==> config.mk <==
export PLATFORM = sky130hd
export DESIGN_NAME = irport_ctrl
export DESIGN_NICKNAME = d
export VERILOG_FILES = /design/src/irport_pkg.sv /design/src/ir_pulse_timer.sv /design/src/irport_ctrl.sv
export SDC_FILE = /design/constraint.sdc
export NUM_CORES = 1
export LEC_CHECK = 0
export BUFFER_PORTS_ARGS = -buffer_cell sky130_fd_sc_hd__clkbuf_2
export CAP_MARGIN = 5
export CORE_ASPECT_RATIO = 1.1
export CORE_UTILIZATION = 41
export CTS_BUF_LIST = sky130_fd_sc_hd__clkbuf_8
export DETAILED_ROUTE_END_ITERATION = 10
export GPL_ROUTABILITY_DRIVEN = 0
export PLACE_DENSITY_LB_ADDON = 0.08
export SKIP_CTS_REPAIR_TIMING = 1
export SLEW_MARGIN = 0
export SYNTH_ARGS = -nofsm -noshare
export SYNTH_HDL_FRONTEND = slang
export SYNTH_SLANG_ARGS = --single-unit
==> constraint.sdc <==
create_clock -name SYS_CLK -period 1.9 [get_ports SYS_CLK]
set_input_delay 0.285 -clock SYS_CLK [delete_from_list [all_inputs] [get_ports SYS_CLK]]
set_output_delay 0.285 -clock SYS_CLK [all_outputs]
set_load 0.005 [all_outputs]
==> src/irport_pkg.sv <==
package irport_pkg;
	// ****************************************
	// Register offsets (byte address = 4 * index)
	// ****************************************
	localparam logic [2:0] REG_DIV_LOW = 3'h0;
	localparam logic [2:0] REG_DIV_HIGH = 3'h1;
	localparam logic [2:0] REG_CTRL_ONE = 3'h2;
	localparam logic [2:0] REG_BANK_SEL = 3'h3;
	localparam logic [2:0] REG_HANDSHAKE = 3'h4;
	localparam logic [2:0] REG_LINE_STATUS = 3'h5;
	localparam logic [2:0] REG_DEPTH_TX = 3'h6;
	localparam logic [2:0] REG_USER_STATUS = 3'h7;
	localparam logic [2:0] REG_EVENTS = 3'h6;
	// ****************************************
	// Bank select codes
	// ****************************************
	localparam logic [7:0] SEL_BANK2 = 8'hE0;
	localparam logic [7:0] SEL_BANK3 = 8'hE4;
	localparam logic [7:0] SEL_BANK4 = 8'hE8;
	localparam logic [7:0] SEL_BANK5 = 8'hEC;
	localparam logic [7:0] SEL_BANK6 = 8'hF0;
	localparam logic [7:0] SEL_BANK7 = 8'hF4;
	localparam logic [7:0] SEL_RESET = 8'hE0;
	// ****************************************
	// Reset values and field positions
	// ****************************************
	localparam logic [7:0] HANDSHAKE_RESET = 8'h60;
	localparam logic [7:0] CTRL_ONE_RESET = 8'h00;
	localparam int MODE_LSB = 5;
	localparam int B_PULSE = 4;
	localparam int B_LOOP = 4;
	localparam int B_IRQ_EN = 3;
	localparam int B_TX_WAIT = 3;
	localparam int B_DMA_EN = 2;
	localparam int B_BAUD_OUT = 7;
	localparam int B_LOOP_OUT = 5;
	localparam int B_ALL_LOOP = 4;
	localparam int B_CH_SWAP = 3;
	localparam int B_DMA_THR = 2;
	localparam int B_ADV_SEL = 0;
	localparam int B_FALLBACK_DIS = 7;
	// ****************************************
	// Modes and thresholds
	// ****************************************
	typedef enum logic [2:0] {
		MODE_RSVD0 = 3'b000,
		MODE_MIR_LOW = 3'b001,
		MODE_ASK = 3'b010,
		MODE_SIR = 3'b011,
		MODE_MIR_HIGH = 3'b100,
		MODE_FIR = 3'b101,
		MODE_CIR = 3'b110,
		MODE_RSVD7 = 3'b111
	} adv_mode_t;
	localparam logic [5:0] TX_THR_LOW = 6'h0D;
	localparam logic [5:0] TX_THR_HIGH16 = 6'h17;
	localparam logic [5:0] TX_THR_HIGH32 = 6'h07;
	localparam logic [5:0] RX_THR_LOW = 6'h04;
	localparam logic [5:0] RX_THR_HIGH = 6'h0A;
	localparam int CLK_MHZ = 250;
	localparam int PULSE_MS = 2;
	localparam int PULSE_CYCLES = PULSE_MS * 1000 * 1000 * CLK_MHZ / 1000;
endpackage : irport_pkg

==> src/ir_pulse_timer.sv <==
`timescale 1ns/1ns
module ir_pulse_timer #(
	parameter int CYCLES = 500000
) (
	input wire logic clk,
	input wire logic rst,
	input wire logic start,
	output logic busy
);
	logic [19:0] count_q;
	always_ff @(posedge clk) begin
		if (rst) begin
			count_q <= 20'h00000;
		end else if (start && count_q == 20'h00000) begin
			count_q <= 20'(CYCLES);
		end else if (count_q != 20'h00000) begin
			count_q <= count_q - 20'h00001;
		end
	end
	assign busy = (count_q != 20'h00000);
endmodule : ir_pulse_timer

==> src/irport_ctrl.sv <==
`timescale 1ns/1ns
// What this block does
// - Select writes choose bank from code
// - Legacy loopback forces transmit low unless loop output bit is set, isolates receive
// - Legacy interrupt output gated by enable bit
// - Advanced mode field selects link mode
// - Fallback clears mode field, returns legacy
// - Pulse request sends 2 ms pulse, self-clears
// - Transmit wait holds until threshold or timeout
// - Single DMA channel direction set by swap
// - Last byte of frame flag at output
// - Length exceeded sets flag, stops storing
// - Symbol error sets flag, aborts, ends frame
// - CRC failure sets CRC error flag
// - Flow switch sets flag, read clears
// - Underrun on empty without end, write-one clears
// - Lost end or remote pulse, read clears
// - Frame end request acts as terminal count
// - Frame ends pending while markers stored
// - Receive timeout from either FIFO
// - Legacy divisor access in advanced forces fallback
// - Baud clock output drives DTR pin
// - All mode loopback, optional output to pin
// - DMA threshold bit picks thresholds
module irport_ctrl (
	input wire logic SYS_CLK,
	input wire logic RESET,
	input wire logic PSEL,
	input wire logic PENABLE,
	input wire logic PWRITE,
	input wire logic [7:0] PADDR,
	input wire logic [31:0] PWDATA,
	output logic [31:0] PRDATA,
	output logic PREADY,
	output logic PSLVERR,
	input wire logic TX_DATA,
	input wire logic TX_EMPTY,
	input wire logic TX_FIFO_LEVEL_OK,
	input wire logic TX_TIMEOUT,
	input wire logic DMA_TC,
	input wire logic [5:0] TX_DEPTH,
	input wire logic [5:0] RX_DEPTH,
	input wire logic FIFO_32,
	input wire logic RX_FRAME_LAST,
	input wire logic RX_LEN_OVER,
	input wire logic RX_BAD_SYMBOL,
	input wire logic RX_CRC_BAD,
	input wire logic RX_END_LOST,
	input wire logic RX_REMOTE_PULSE,
	input wire logic RX_MARKERS_STORED,
	input wire logic RX_DATA_TIMEOUT,
	input wire logic RX_STATUS_TIMEOUT,
	input wire logic FLOW_SWITCH,
	input wire logic RX_BUSY,
	input wire logic BAUD_CLK,
	input wire logic UART_IRQ,
	input wire logic IR_RX_PIN,
	input wire logic DTR_BIT,
	output logic IR_TX_PIN,
	output logic DTR_PIN,
	output logic IRQ_OUT,
	output logic RX_LINE,
	output logic LOOPBACK,
	output logic TX_GO,
	output logic RX_STORE_EN,
	output logic RX_ABORT,
	output logic FRAME_END,
	output logic TX_TERM_COUNT,
	output logic DMA_ENABLE,
	output logic DMA_SERVES_TX,
	output logic [5:0] TX_THRESHOLD,
	output logic [5:0] RX_THRESHOLD,
	output logic [15:0] DIVISOR,
	output logic ADVANCED,
	output logic [2:0] MODE
);
	import irport_pkg::*;

	// ****************************************
	// Bus access
	// ****************************************
	logic [2:0] bank_q;
	logic [7:0] handshake_q;
	logic [7:0] ctrl_one_q;
	logic [7:0] ctrl_two_q;
	logic [7:0] scratch_q;
	logic [15:0] div_q;
	logic [15:0] adv_div_q;
	logic [7:0] status_q;
	logic [7:0] user_q;
	logic [1:0] rx_sync_q;
	logic [2:0] reg_idx;
	logic wr;
	logic rd;
	logic fast_mode;
	logic fallback;
	logic pulse_busy;
	logic loop_active;
	logic [7:0] wbyte;
	logic [7:0] rdata;
	adv_mode_t mode;

	assign reg_idx = PADDR[4:2];
	assign wbyte = PWDATA[7:0];
	assign wr = PSEL && PENABLE && PWRITE;
	// Read-clear on the capture edge, so no event slips in between
	assign rd = PSEL && !PENABLE && !PWRITE;
	// Every access completes at once, so no wait states
	assign PREADY = 1'b1;
	assign PSLVERR = 1'b0;
	assign mode = adv_mode_t'(handshake_q[MODE_LSB +: 3]);
	assign fast_mode = ctrl_one_q[B_ADV_SEL] && (mode == MODE_MIR_LOW ||
		mode == MODE_MIR_HIGH || mode == MODE_FIR);

	// ****************************************
	// Bank selection
	// ****************************************
	always_ff @(posedge SYS_CLK) begin
		if (RESET) begin
			bank_q <= 3'd2;
		end else if (wr && reg_idx == REG_BANK_SEL) begin
			if (!wbyte[7]) begin
				bank_q <= 3'd0;
			end else if (wbyte == SEL_BANK2) begin
				bank_q <= 3'd2;
			end else if (wbyte == SEL_BANK3) begin
				bank_q <= 3'd3;
			end else if (wbyte == SEL_BANK4) begin
				bank_q <= 3'd4;
			end else if (wbyte == SEL_BANK5) begin
				bank_q <= 3'd5;
			end else if (wbyte == SEL_BANK6) begin
				bank_q <= 3'd6;
			end else if (wbyte == SEL_BANK7) begin
				bank_q <= 3'd7;
			end else begin
				bank_q <= 3'd1;
			end
		end
	end

	// Legacy divisor touched in advanced mode triggers fallback
	assign fallback = PSEL && PENABLE && bank_q == 3'd1 && ctrl_one_q[B_ADV_SEL] &&
		!ctrl_two_q[B_FALLBACK_DIS] && (reg_idx == REG_DIV_LOW ||
		reg_idx == REG_DIV_HIGH);

	// ****************************************
	// Control registers
	// ****************************************
	always_ff @(posedge SYS_CLK) begin
		if (RESET) begin
			handshake_q <= HANDSHAKE_RESET;
		end else begin
			if (wr && reg_idx == REG_HANDSHAKE && bank_q <= 3'd1) begin
				handshake_q <= wbyte;
			end else if (handshake_q[B_PULSE] && fast_mode && pulse_busy) begin
				handshake_q[B_PULSE] <= 1'b0;
			end
			if (fallback) begin
				handshake_q[7:5] <= 3'b000;
			end
		end
	end

	always_ff @(posedge SYS_CLK) begin
		if (RESET) begin
			ctrl_one_q <= CTRL_ONE_RESET;
			ctrl_two_q <= 8'h00;
		end else if (fallback) begin
			ctrl_one_q[0] <= 1'b0;
			ctrl_one_q[5] <= 1'b0;
			ctrl_one_q[7] <= 1'b0;
		end else if (wr && bank_q == 3'd2 && reg_idx == REG_CTRL_ONE) begin
			ctrl_one_q <= {wbyte[7], 1'b0, wbyte[5:0]};
		end else if (wr && bank_q == 3'd2 && reg_idx == REG_HANDSHAKE) begin
			ctrl_two_q <= {wbyte[7], 1'b0, wbyte[5:0]};
		end
	end

	always_ff @(posedge SYS_CLK) begin
		if (RESET) begin
			div_q <= 16'h0001;
			adv_div_q <= 16'h0001;
			scratch_q <= 8'h00;
		end else if (wr) begin
			if (bank_q == 3'd1 && reg_idx == REG_DIV_LOW) begin
				div_q[7:0] <= wbyte;
			end else if (bank_q == 3'd1 && reg_idx == REG_DIV_HIGH) begin
				div_q[15:8] <= wbyte;
			end else if (bank_q == 3'd2 && reg_idx == REG_DIV_LOW) begin
				adv_div_q[7:0] <= wbyte;
			end else if (bank_q == 3'd2 && reg_idx == REG_DIV_HIGH) begin
				adv_div_q[15:8] <= wbyte;
			end else if (bank_q <= 3'd1 && reg_idx == REG_USER_STATUS &&
				!ctrl_one_q[B_ADV_SEL]) begin
				scratch_q <= wbyte;
			end
		end
	end

	// ****************************************
	// Pulse timer
	// ****************************************
	ir_pulse_timer #(
		.CYCLES(PULSE_CYCLES)
	) ir_pulse_timer_i (
		.clk(SYS_CLK),
		.rst(RESET),
		.start(handshake_q[B_PULSE] && fast_mode && !TX_DATA && TX_EMPTY),
		.busy(pulse_busy)
	);

	// ****************************************
	// Status flags (set wins over clear)
	// ****************************************
	always_ff @(posedge SYS_CLK) begin
		if (RESET) begin
			status_q <= 8'h00;
		end else begin
			status_q[7] <= fast_mode && RX_FRAME_LAST;
			status_q[4] <= (status_q[4] && !(rd && bank_q <= 3'd1 &&
				reg_idx == REG_LINE_STATUS)) || (fast_mode && RX_LEN_OVER);
			status_q[3] <= (status_q[3] && !(rd && bank_q <= 3'd1 &&
				reg_idx == REG_LINE_STATUS)) || (fast_mode && RX_BAD_SYMBOL);
			status_q[2] <= (status_q[2] && !(rd && bank_q <= 3'd1 &&
				reg_idx == REG_LINE_STATUS)) || (fast_mode && RX_CRC_BAD);
		end
	end

	always_ff @(posedge SYS_CLK) begin
		if (RESET) begin
			user_q <= 8'h00;
		end else begin
			user_q[7] <= FLOW_SWITCH || (user_q[7] && !(rd && bank_q <= 3'd1 &&
				reg_idx == REG_USER_STATUS));
			user_q[6] <= (fast_mode && TX_EMPTY && !(DMA_ENABLE ? DMA_TC : user_q[3])) ||
				(user_q[6] && !(wr && bank_q <= 3'd1 && reg_idx == REG_USER_STATUS &&
				wbyte[6]));
			user_q[4] <= (fast_mode && RX_END_LOST) ||
				(mode == MODE_CIR && ctrl_one_q[B_ADV_SEL] && RX_REMOTE_PULSE) ||
				(user_q[4] && !(rd && bank_q <= 3'd1 &&
				reg_idx == REG_USER_STATUS));
			if (wr && bank_q <= 3'd1 && reg_idx == REG_USER_STATUS && ctrl_one_q[B_ADV_SEL]) begin
				user_q[3] <= wbyte[3];
			end else if (TX_EMPTY) begin
				user_q[3] <= 1'b0;
			end
			user_q[1] <= RX_MARKERS_STORED;
			user_q[0] <= RX_DATA_TIMEOUT || RX_STATUS_TIMEOUT;
		end
	end

	// ****************************************
	// Receive pin sync and link side
	// ****************************************
	always_ff @(posedge SYS_CLK) begin
		if (RESET) begin
			rx_sync_q <= 2'b11;
		end else begin
			rx_sync_q <= {rx_sync_q[0], IR_RX_PIN};
		end
	end

	assign loop_active = ctrl_one_q[B_ALL_LOOP] ||
		(!ctrl_one_q[B_ADV_SEL] && handshake_q[B_LOOP]);
	assign LOOPBACK = loop_active;
	// Looped: receive line follows transmit data, pin ignored
	assign RX_LINE = loop_active ? TX_DATA : rx_sync_q[1];

	always_ff @(posedge SYS_CLK) begin
		if (RESET) begin
			IR_TX_PIN <= 1'b0;
			DTR_PIN <= 1'b0;
			IRQ_OUT <= 1'b0;
		end else begin
			if (pulse_busy) begin
				IR_TX_PIN <= 1'b1;
			end else if (loop_active) begin
				IR_TX_PIN <= ctrl_one_q[B_LOOP_OUT] && TX_DATA;
			end else begin
				IR_TX_PIN <= TX_DATA;
			end
			// Divisor test only; normal DTR lost meanwhile
			DTR_PIN <= ctrl_one_q[B_BAUD_OUT] ? BAUD_CLK : DTR_BIT;
			IRQ_OUT <= ctrl_one_q[B_ADV_SEL] ? UART_IRQ :
				(handshake_q[B_IRQ_EN] && UART_IRQ);
		end
	end

	// ****************************************
	// Transmit, receive and DMA control
	// ****************************************
	assign ADVANCED = ctrl_one_q[B_ADV_SEL];
	assign MODE = ctrl_one_q[B_ADV_SEL] ? handshake_q[7:5] : 3'b000;
	assign TX_GO = !(fast_mode && handshake_q[B_TX_WAIT]) ||
		TX_FIFO_LEVEL_OK || TX_TIMEOUT;
	assign RX_STORE_EN = !(fast_mode && (status_q[4] || RX_LEN_OVER));
	assign RX_ABORT = fast_mode && RX_BAD_SYMBOL;
	assign FRAME_END = fast_mode && RX_BAD_SYMBOL;
	assign TX_TERM_COUNT = user_q[3] && !DMA_ENABLE;
	assign DMA_ENABLE = fast_mode && handshake_q[B_DMA_EN];
	assign DMA_SERVES_TX = ctrl_one_q[B_CH_SWAP];
	assign TX_THRESHOLD = !ctrl_one_q[B_DMA_THR] ? TX_THR_LOW :
		(FIFO_32 ? TX_THR_HIGH32 : TX_THR_HIGH16);
	assign RX_THRESHOLD = ctrl_one_q[B_DMA_THR] ? RX_THR_HIGH : RX_THR_LOW;
	assign DIVISOR = ctrl_one_q[B_ADV_SEL] ? adv_div_q : div_q;

	// ****************************************
	// Read mux
	// ****************************************
	always_comb begin
		rdata = 8'h00;
		if (reg_idx == REG_BANK_SEL) begin
			rdata = (bank_q >= 3'd2) ? (SEL_RESET + {3'b000, bank_q - 3'd2, 2'b00}) : 8'h00;
		end else if (bank_q <= 3'd1 && reg_idx == REG_HANDSHAKE) begin
			rdata = handshake_q;
		end else if (bank_q <= 3'd1 && reg_idx == REG_LINE_STATUS) begin
			rdata = status_q;
		end else if (bank_q <= 3'd1 && reg_idx == REG_USER_STATUS) begin
			rdata = ctrl_one_q[B_ADV_SEL] ? {user_q[7:6], RX_BUSY, user_q[4:0]} : scratch_q;
		end else if (bank_q == 3'd1 && reg_idx == REG_DIV_LOW) begin
			rdata = div_q[7:0];
		end else if (bank_q == 3'd1 && reg_idx == REG_DIV_HIGH) begin
			rdata = div_q[15:8];
		end else if (bank_q == 3'd2 && reg_idx == REG_DIV_LOW) begin
			rdata = adv_div_q[7:0];
		end else if (bank_q == 3'd2 && reg_idx == REG_DIV_HIGH) begin
			rdata = adv_div_q[15:8];
		end else if (bank_q == 3'd2 && reg_idx == REG_CTRL_ONE) begin
			rdata = ctrl_one_q;
		end else if (bank_q == 3'd2 && reg_idx == REG_HANDSHAKE) begin
			rdata = ctrl_two_q;
		end else if (bank_q == 3'd2 && reg_idx == REG_DEPTH_TX) begin
			rdata = {2'b00, TX_DEPTH};
		end else if (bank_q == 3'd2 && reg_idx == REG_USER_STATUS) begin
			rdata = {2'b00, RX_DEPTH};
		end
	end

	always_ff @(posedge SYS_CLK) begin
		if (RESET) begin
			PRDATA <= 32'h00000000;
		end else if (PSEL && !PENABLE && !PWRITE) begin
			PRDATA <= {24'h000000, rdata};
		end
	end
endmodule : irport_ctrl

# ---- After elaboration in Yosys (flattened, before gate mapping)
# Index checks and enable logic that the tools add are counted.
dict set report totals {
  latchBits 0
  romBits 0
  word_cells 197
  out_inout_bits 78
  memories 0
  ram_bits 0
  regBits 108
}
dict set report classes {
  mux 40
  n_mul 0
  n_div 0
  order_cmp 2
  bitwise_logic 6
  reduce_logical 104
  n_shift 0
  n_eq_ne 19
  n_addsub 3
}
# operator count
set op_table {}
lappend op_table {{8-bit 2-to-1 mux} 12}
lappend op_table {{1-bit logical AND} 61}
lappend op_table {{8-bit equality test (second input constant)} 6}
lappend op_table {{19-bit 2-to-1 mux} 2}
lappend op_table {{3-bit 2-to-1 mux} 8}
lappend op_table {{3-bit equality test (second input constant)} 7}
lappend op_table {{20-bit zero test} 1}
lappend op_table {{20-bit nonzero test} 1}
lappend op_table {{20-bit by 1-bit subtractor with 20-bit output (second input constant)} 1}
lappend op_table {{16-bit 2-to-1 mux} 1}
lappend op_table {{1-bit logical OR} 15}
lappend op_table {{1-bit zero test} 12}
lappend op_table {{6-bit 2-to-1 mux} 2}
lappend op_table {{1-bit 2-to-1 mux} 10}
lappend op_table {{5-bit 2-to-1 mux} 2}
lappend op_table {{3-bit by 1-bit equality test with 1-bit output (second input constant)} 3}
lappend op_table {{3-bit by 2-bit equality test with 1-bit output (second input constant)} 3}
lappend op_table {{2-bit nonzero test} 4}
lappend op_table {{6-bit by 6-bit adder with 7-bit output (first input constant)} 1}
lappend op_table {{1-bit inverter} 6}
lappend op_table {{3-bit AND reduction} 2}
lappend op_table {{6-bit AND reduction} 1}
lappend op_table {{5-bit AND reduction} 1}
lappend op_table {{2-bit 2-to-1 mux} 2}
lappend op_table {{8 further kinds} 10}

# ---- Longest topological paths before layout
dict set report logic_depth {
  word_depth 14
  mapped_depth 8
  depth_no_buf 7
}

# ---- Cells and area by module
# From an unflattened synthesis, not the netlist that was laid out.
dict set report hier_totals {
  hier_cells 719
  hier_area_um2 6124.6
}
# module instances cells_each area_per_inst_um2
set by_module_without_submodules {}
lappend by_module_without_submodules {irport_ctrl 1 573 4921.0}
lappend by_module_without_submodules {ir_pulse_timer 1 146 1203.7}

# ---- Worst setup path before layout
# No wires, ideal clock.
dict set report synth_timing {
  path_kind {flip-flop to flip-flop}
  startpoint {reg ir_pulse_timer_i.count_q[0]}
  endpoint {reg ir_pulse_timer_i.count_q[4]}
  arrival_ps 1808
  slack_ps -34
  n_path_buf 0
  synth_period_minus_slack_ps 1934
  stages_incl_launch_ff 7
  cell_sequence {dfxtp_1 > inv_1 > ha_1 > or4b_2 > nor4_4 > or2_2 > a21oi_1}
}
dict set report synth_between {
  elab_chain_len 3
  word_cells_on_any_way 5
  cone_classes {add/sub: 1; reduce/logical: 4}
}
# item line
set synth_rtl {}
lappend synth_rtl {{start, declared} ir_pulse_timer.sv:10} ;# logic [19:0] count_q;
lappend synth_rtl {{start signal, assigned} ir_pulse_timer.sv:15} ;# count_q <= 20'(CYCLES);
lappend synth_rtl {{start signal, assigned} ir_pulse_timer.sv:17} ;# count_q <= count_q - 20'h00001;
lappend synth_rtl {{branches (longest 3 deep; another with 20-bit by 1-bit subtractor with 20-bit output)} --}
# Parallel ways; which one is timed is not known.
# A chain may end at the register's enable or synchronous reset.

# ---- Worst setup path in the final report
dict set report layout_timing {
  startpoint {reg ctrl_one_q[0]}
  endpoint {out RX_LINE}
}
dict set report layout_between {
  elab_chain_len 4
}
# item line
set layout_rtl {}
lappend layout_rtl {{start, declared} irport_ctrl.sv:84} ;# logic [7:0] ctrl_one_q;
lappend layout_rtl {{start signal, assigned} irport_ctrl.sv:174} ;# ctrl_one_q <= {wbyte[7], 1'b0, wbyte[5:0]};
lappend layout_rtl {{1-bit zero test} irport_ctrl.sv:265} ;# (!ctrl_one_q[B_ADV_SEL] && handshake_q[B_LOOP]);
lappend layout_rtl {{1-bit logical AND} irport_ctrl.sv:265}
lappend layout_rtl {{1-bit logical OR} irport_ctrl.sv:264} ;# assign loop_active = ctrl_one_q[B_ALL_LOOP] ||
lappend layout_rtl {{1-bit 2-to-1 mux} irport_ctrl.sv:268} ;# assign RX_LINE = loop_active ? TX_DATA : rx_sync_q[1];
lappend layout_rtl {{end, declared} irport_ctrl.sv:62} ;# output logic RX_LINE,
# Every way passes these cells.

==> qor.yml <==
critical_path:
  cp_num_buf_inv: 3
  cp.arrival_ps: 1600
  crit_type: "flop to output pin"
  r2r_setup_slack_ps: 20
  cp.required_ps: 1620
  rr_startpoint: "ir_pulse_timer_i.count_q[6]"
  reg2reg_depth: 7
  cp_cell_sequence: "buf_12 > clkinvlp_4 > a21oi_4 > mux2_4 > clkbuf_2"
  slowest_delay_ps: 370
  cpMaxStageDelayCell: "dfxtp_2"
  rr_endpoint: "ir_pulse_timer_i.count_q[14]"
  critical-path-top-delay-family: "flip-flops"
  crit_path_end_kind: "output pin"
  crit_fanout: 8
  cp-start-kind: "flop"
worst_hold_path:
  hold_path.class: "input port to flop"
  hold_path_depth: 2
  min_to: "rx_sync_q[0]"
  holdCritStartpoint: "IR_RX_PIN"
synth:
  synth_edf_count: 0
  synth_flop_cell: "dfxtp_1"
  yosys_warnings: 0
  ys_ff_latch: 108
  synth.avg_cell_area_sq_um: 8.62
  yosys-top-cells-count: "dfxtp_1 (108), nor2_1 (79), mux2i_1 (55)"
  synthArstFlopShare: 0
  synth_area_leader_cell: "dfxtp_1"
  ys_seq_area_frac: 0.370
  yosysMostFrequentCell: "dfxtp_1"
  netlist_area_sq_mm: 0.00584
  synth.top_cells.by_area: "dfxtp_1 (37%), mux2i_1 (9.4%), mux2_2 (5.8%), nor2_1 (5.1%), buf_4 (4.8%)"
  synth_cell_types: 74
  synthCells: 677
  synth.top_cell.area_share: 0.370
clock_tree:
  root_buffer: "clkbuf_8"
  cts_tree: "built"
  path_clk_slew_ps: 100
  htreeDepth: 3
  ctsLongestPathBuffers: 2
  cts_sinks: 108
  worstSkewPairLatency_ps: 390
  cts_buffers: 9
sta:
  rsz0062_at_grt: "true"
  max-slew-margin-rel: 0.580
  whs_ps: 73.8
  period_needed_ps: 1880
  setup_viol: 0
  report.final.slew_viol_count: 0
  fin_skew_ps: 11.0
  fin_crit_sh: 0.991
  fmax_mhz: 531
  worst_pin_slew_ps: 614
  hold_violations: 0
  final.setup.tns_ps: 0
route:
  wl_per_cell_um: 18.3
  drc_errors: 0
  drt_iter0_drc: 382
  viasPerCell: 5.48
  antenna_left: 0
  firstDrtPassIters: 5
  routed_wl_mm: 18.3
  via_count: 5485
run_status:
  status: "finished, final reports clean"
floorplanning:
  die-area_sq_mm: 0.0147
  io_pins: 156
  dieWidth_um: 116
  die_h_um: 127
  row_count: 45
  start_util: 0.421
  core_area_sq_mm: 0.0139
cells_and_area:
  nFillCells: 1374
  drive_gt1_frac: 0.322
  num_antenna_cells: 0
  multi_input_area_sq_mm: 0.00333
  finalNetCount: 890
  syn_to_final_growth_pct: 22.4
  seqCellArea_sq_mm: 0.00217
  fin_area_sq_mm: 0.00715
global_routing:
  grt_pass1_wl_mm: 27.7
  grt_usage: 0.250
  antenna_found_initial: 0
  grt_max_degree: 58
  grt_pass1_vias: 5055
  grt_overflow: 0
pwr:
  pwr_density_cell_mw_per_mm2: 925
  vdd_drop_max_mv: 0.905
  power.total_w: 0.00661
  leakage_nw: 3.21
placed_design:
  portBuffers: 94
  dpl-instance-area_sq_mm: 0.00672
  post-dp-hpwl_mm: 13.4
job:
  drv_cap: 0
-- metal layers --
metal | track usage | vias up | share of wire | routed length (um)
met5 | 0 | - | 0 | 0
met4 | 0.0965 | 0 | 0.026 | 475
met3 | 0.0470 | 26 | 0.059 | 1090
met2 | 0.405 | 198 | 0.47 | 8630
met1 | 0.327 | 2633 | 0.44 | 8090
li1 | - | 2628 | - | -
-- worst register-to-register path: cells and delay by family (launching register included) --
kind / cells / cell delay (ps)
AND/OR/NAND/NOR: 5 / 1060
flip-flops: 1 / 380
buffers and inverters: 2 / 350
-- how the worst max path moves through the flow --
stage                                startpoint                            to  slack (ps)  depth (start not counted)
floorplan                             bank_q[2]                handshake_q[6]          20                          6
finish                            ctrl_one_q[0]                       RX_LINE          20                          5
global route        ir_pulse_timer_i.count_q[6]  ir_pulse_timer_i.count_q[18]         -80                          7
CTS                               ctrl_one_q[0]                       RX_LINE        -340                          5
detailed placement                     PADDR[3]                     PRDATA[7]         -30                          6
global placement                       PADDR[3]                     PRDATA[7]         -30                          6
-- power by group --
part / total [W] / internal [W] / leakage [nW] / switching (W)
combinational: 0.00242 / 0.00117 / 2.23 / 0.00125
sequential: 0.00269 / 0.00247 / 0.877 / 0.000218
clock: 0.00150 / 0.000715 / 0.102 / 0.000781
-- per-stage QoR --
stage / util / setup slack (ps) / std cells
CTS: 0.499 / -344 / 988
floorplan: - / 19.8 / 707
finish: 0.516 / 17.0 / 1001
global route: 0.516 / -80.4 / 1001
global placement: 0.485 / -28.9 / 975
detailed placement: 0.485 / -27.0 / 975
-- logic make-up after synthesis --
kind of cell | synth area share
and+or+nand+nor | 0.214
AOI/OAI and AO/OA | 0.155
DFF | 0.370
buffers and inverters | 0.0954
muxes | 0.152
xor gates and xnor gates | 0.00900
other | 0.00129
adders and majority gates | 0.00214
-- layout by cell type, fill, tap and decap left out, drive strengths merged, types with 3 or more instances in the layout --
cell type	n
nor2b	6
or2	3
and2	9
nand4	9
o32ai	3
nor2	80
o211ai	5
conb	32
a21oi	42
a211oi	9
o31a	4
nand3	19
clkbuf	102
or3	4
or4b	3
xnor2	4
buf	87
and3	11
nand3b	3
a2111oi	4
a211o	4
nor3	19
a31oi	6
nand2	52
mux2i	55
o21ai	16
nor4b	3
a221oi	5
mux2	30
dfxtp	108
nor4	13
a221o	3
inv	11
a22oi	8
o22ai	5
-- flip-flops by register name, indices dropped and copies added, names as in the netlist --
register and count:
ir_pulse_timer_i.count_q 20, adv_div_q 16, div_q 16, PRDATA 8
handshake_q 8, scratch_q 8, ctrl_one_q 7, ctrl_two_q 7
user_q 6, status_q 4, bank_q 3, rx_sync_q 2
DTR_PIN 1, IRQ_OUT 1, IR_TX_PIN 1
-- area by class of cell --
type                            instances  area share
Clock buffer                            9      0.0173
Clock inverter                          4     0.00963
Inverter                               11     0.00630
Multi-Input combinational cell        501       0.467
Sequential cell                       108       0.303
Tap cell                              188      0.0329
Timing Repair Buffer                  180       0.164
No activity file was read; power rests on OpenSTA's default activity.
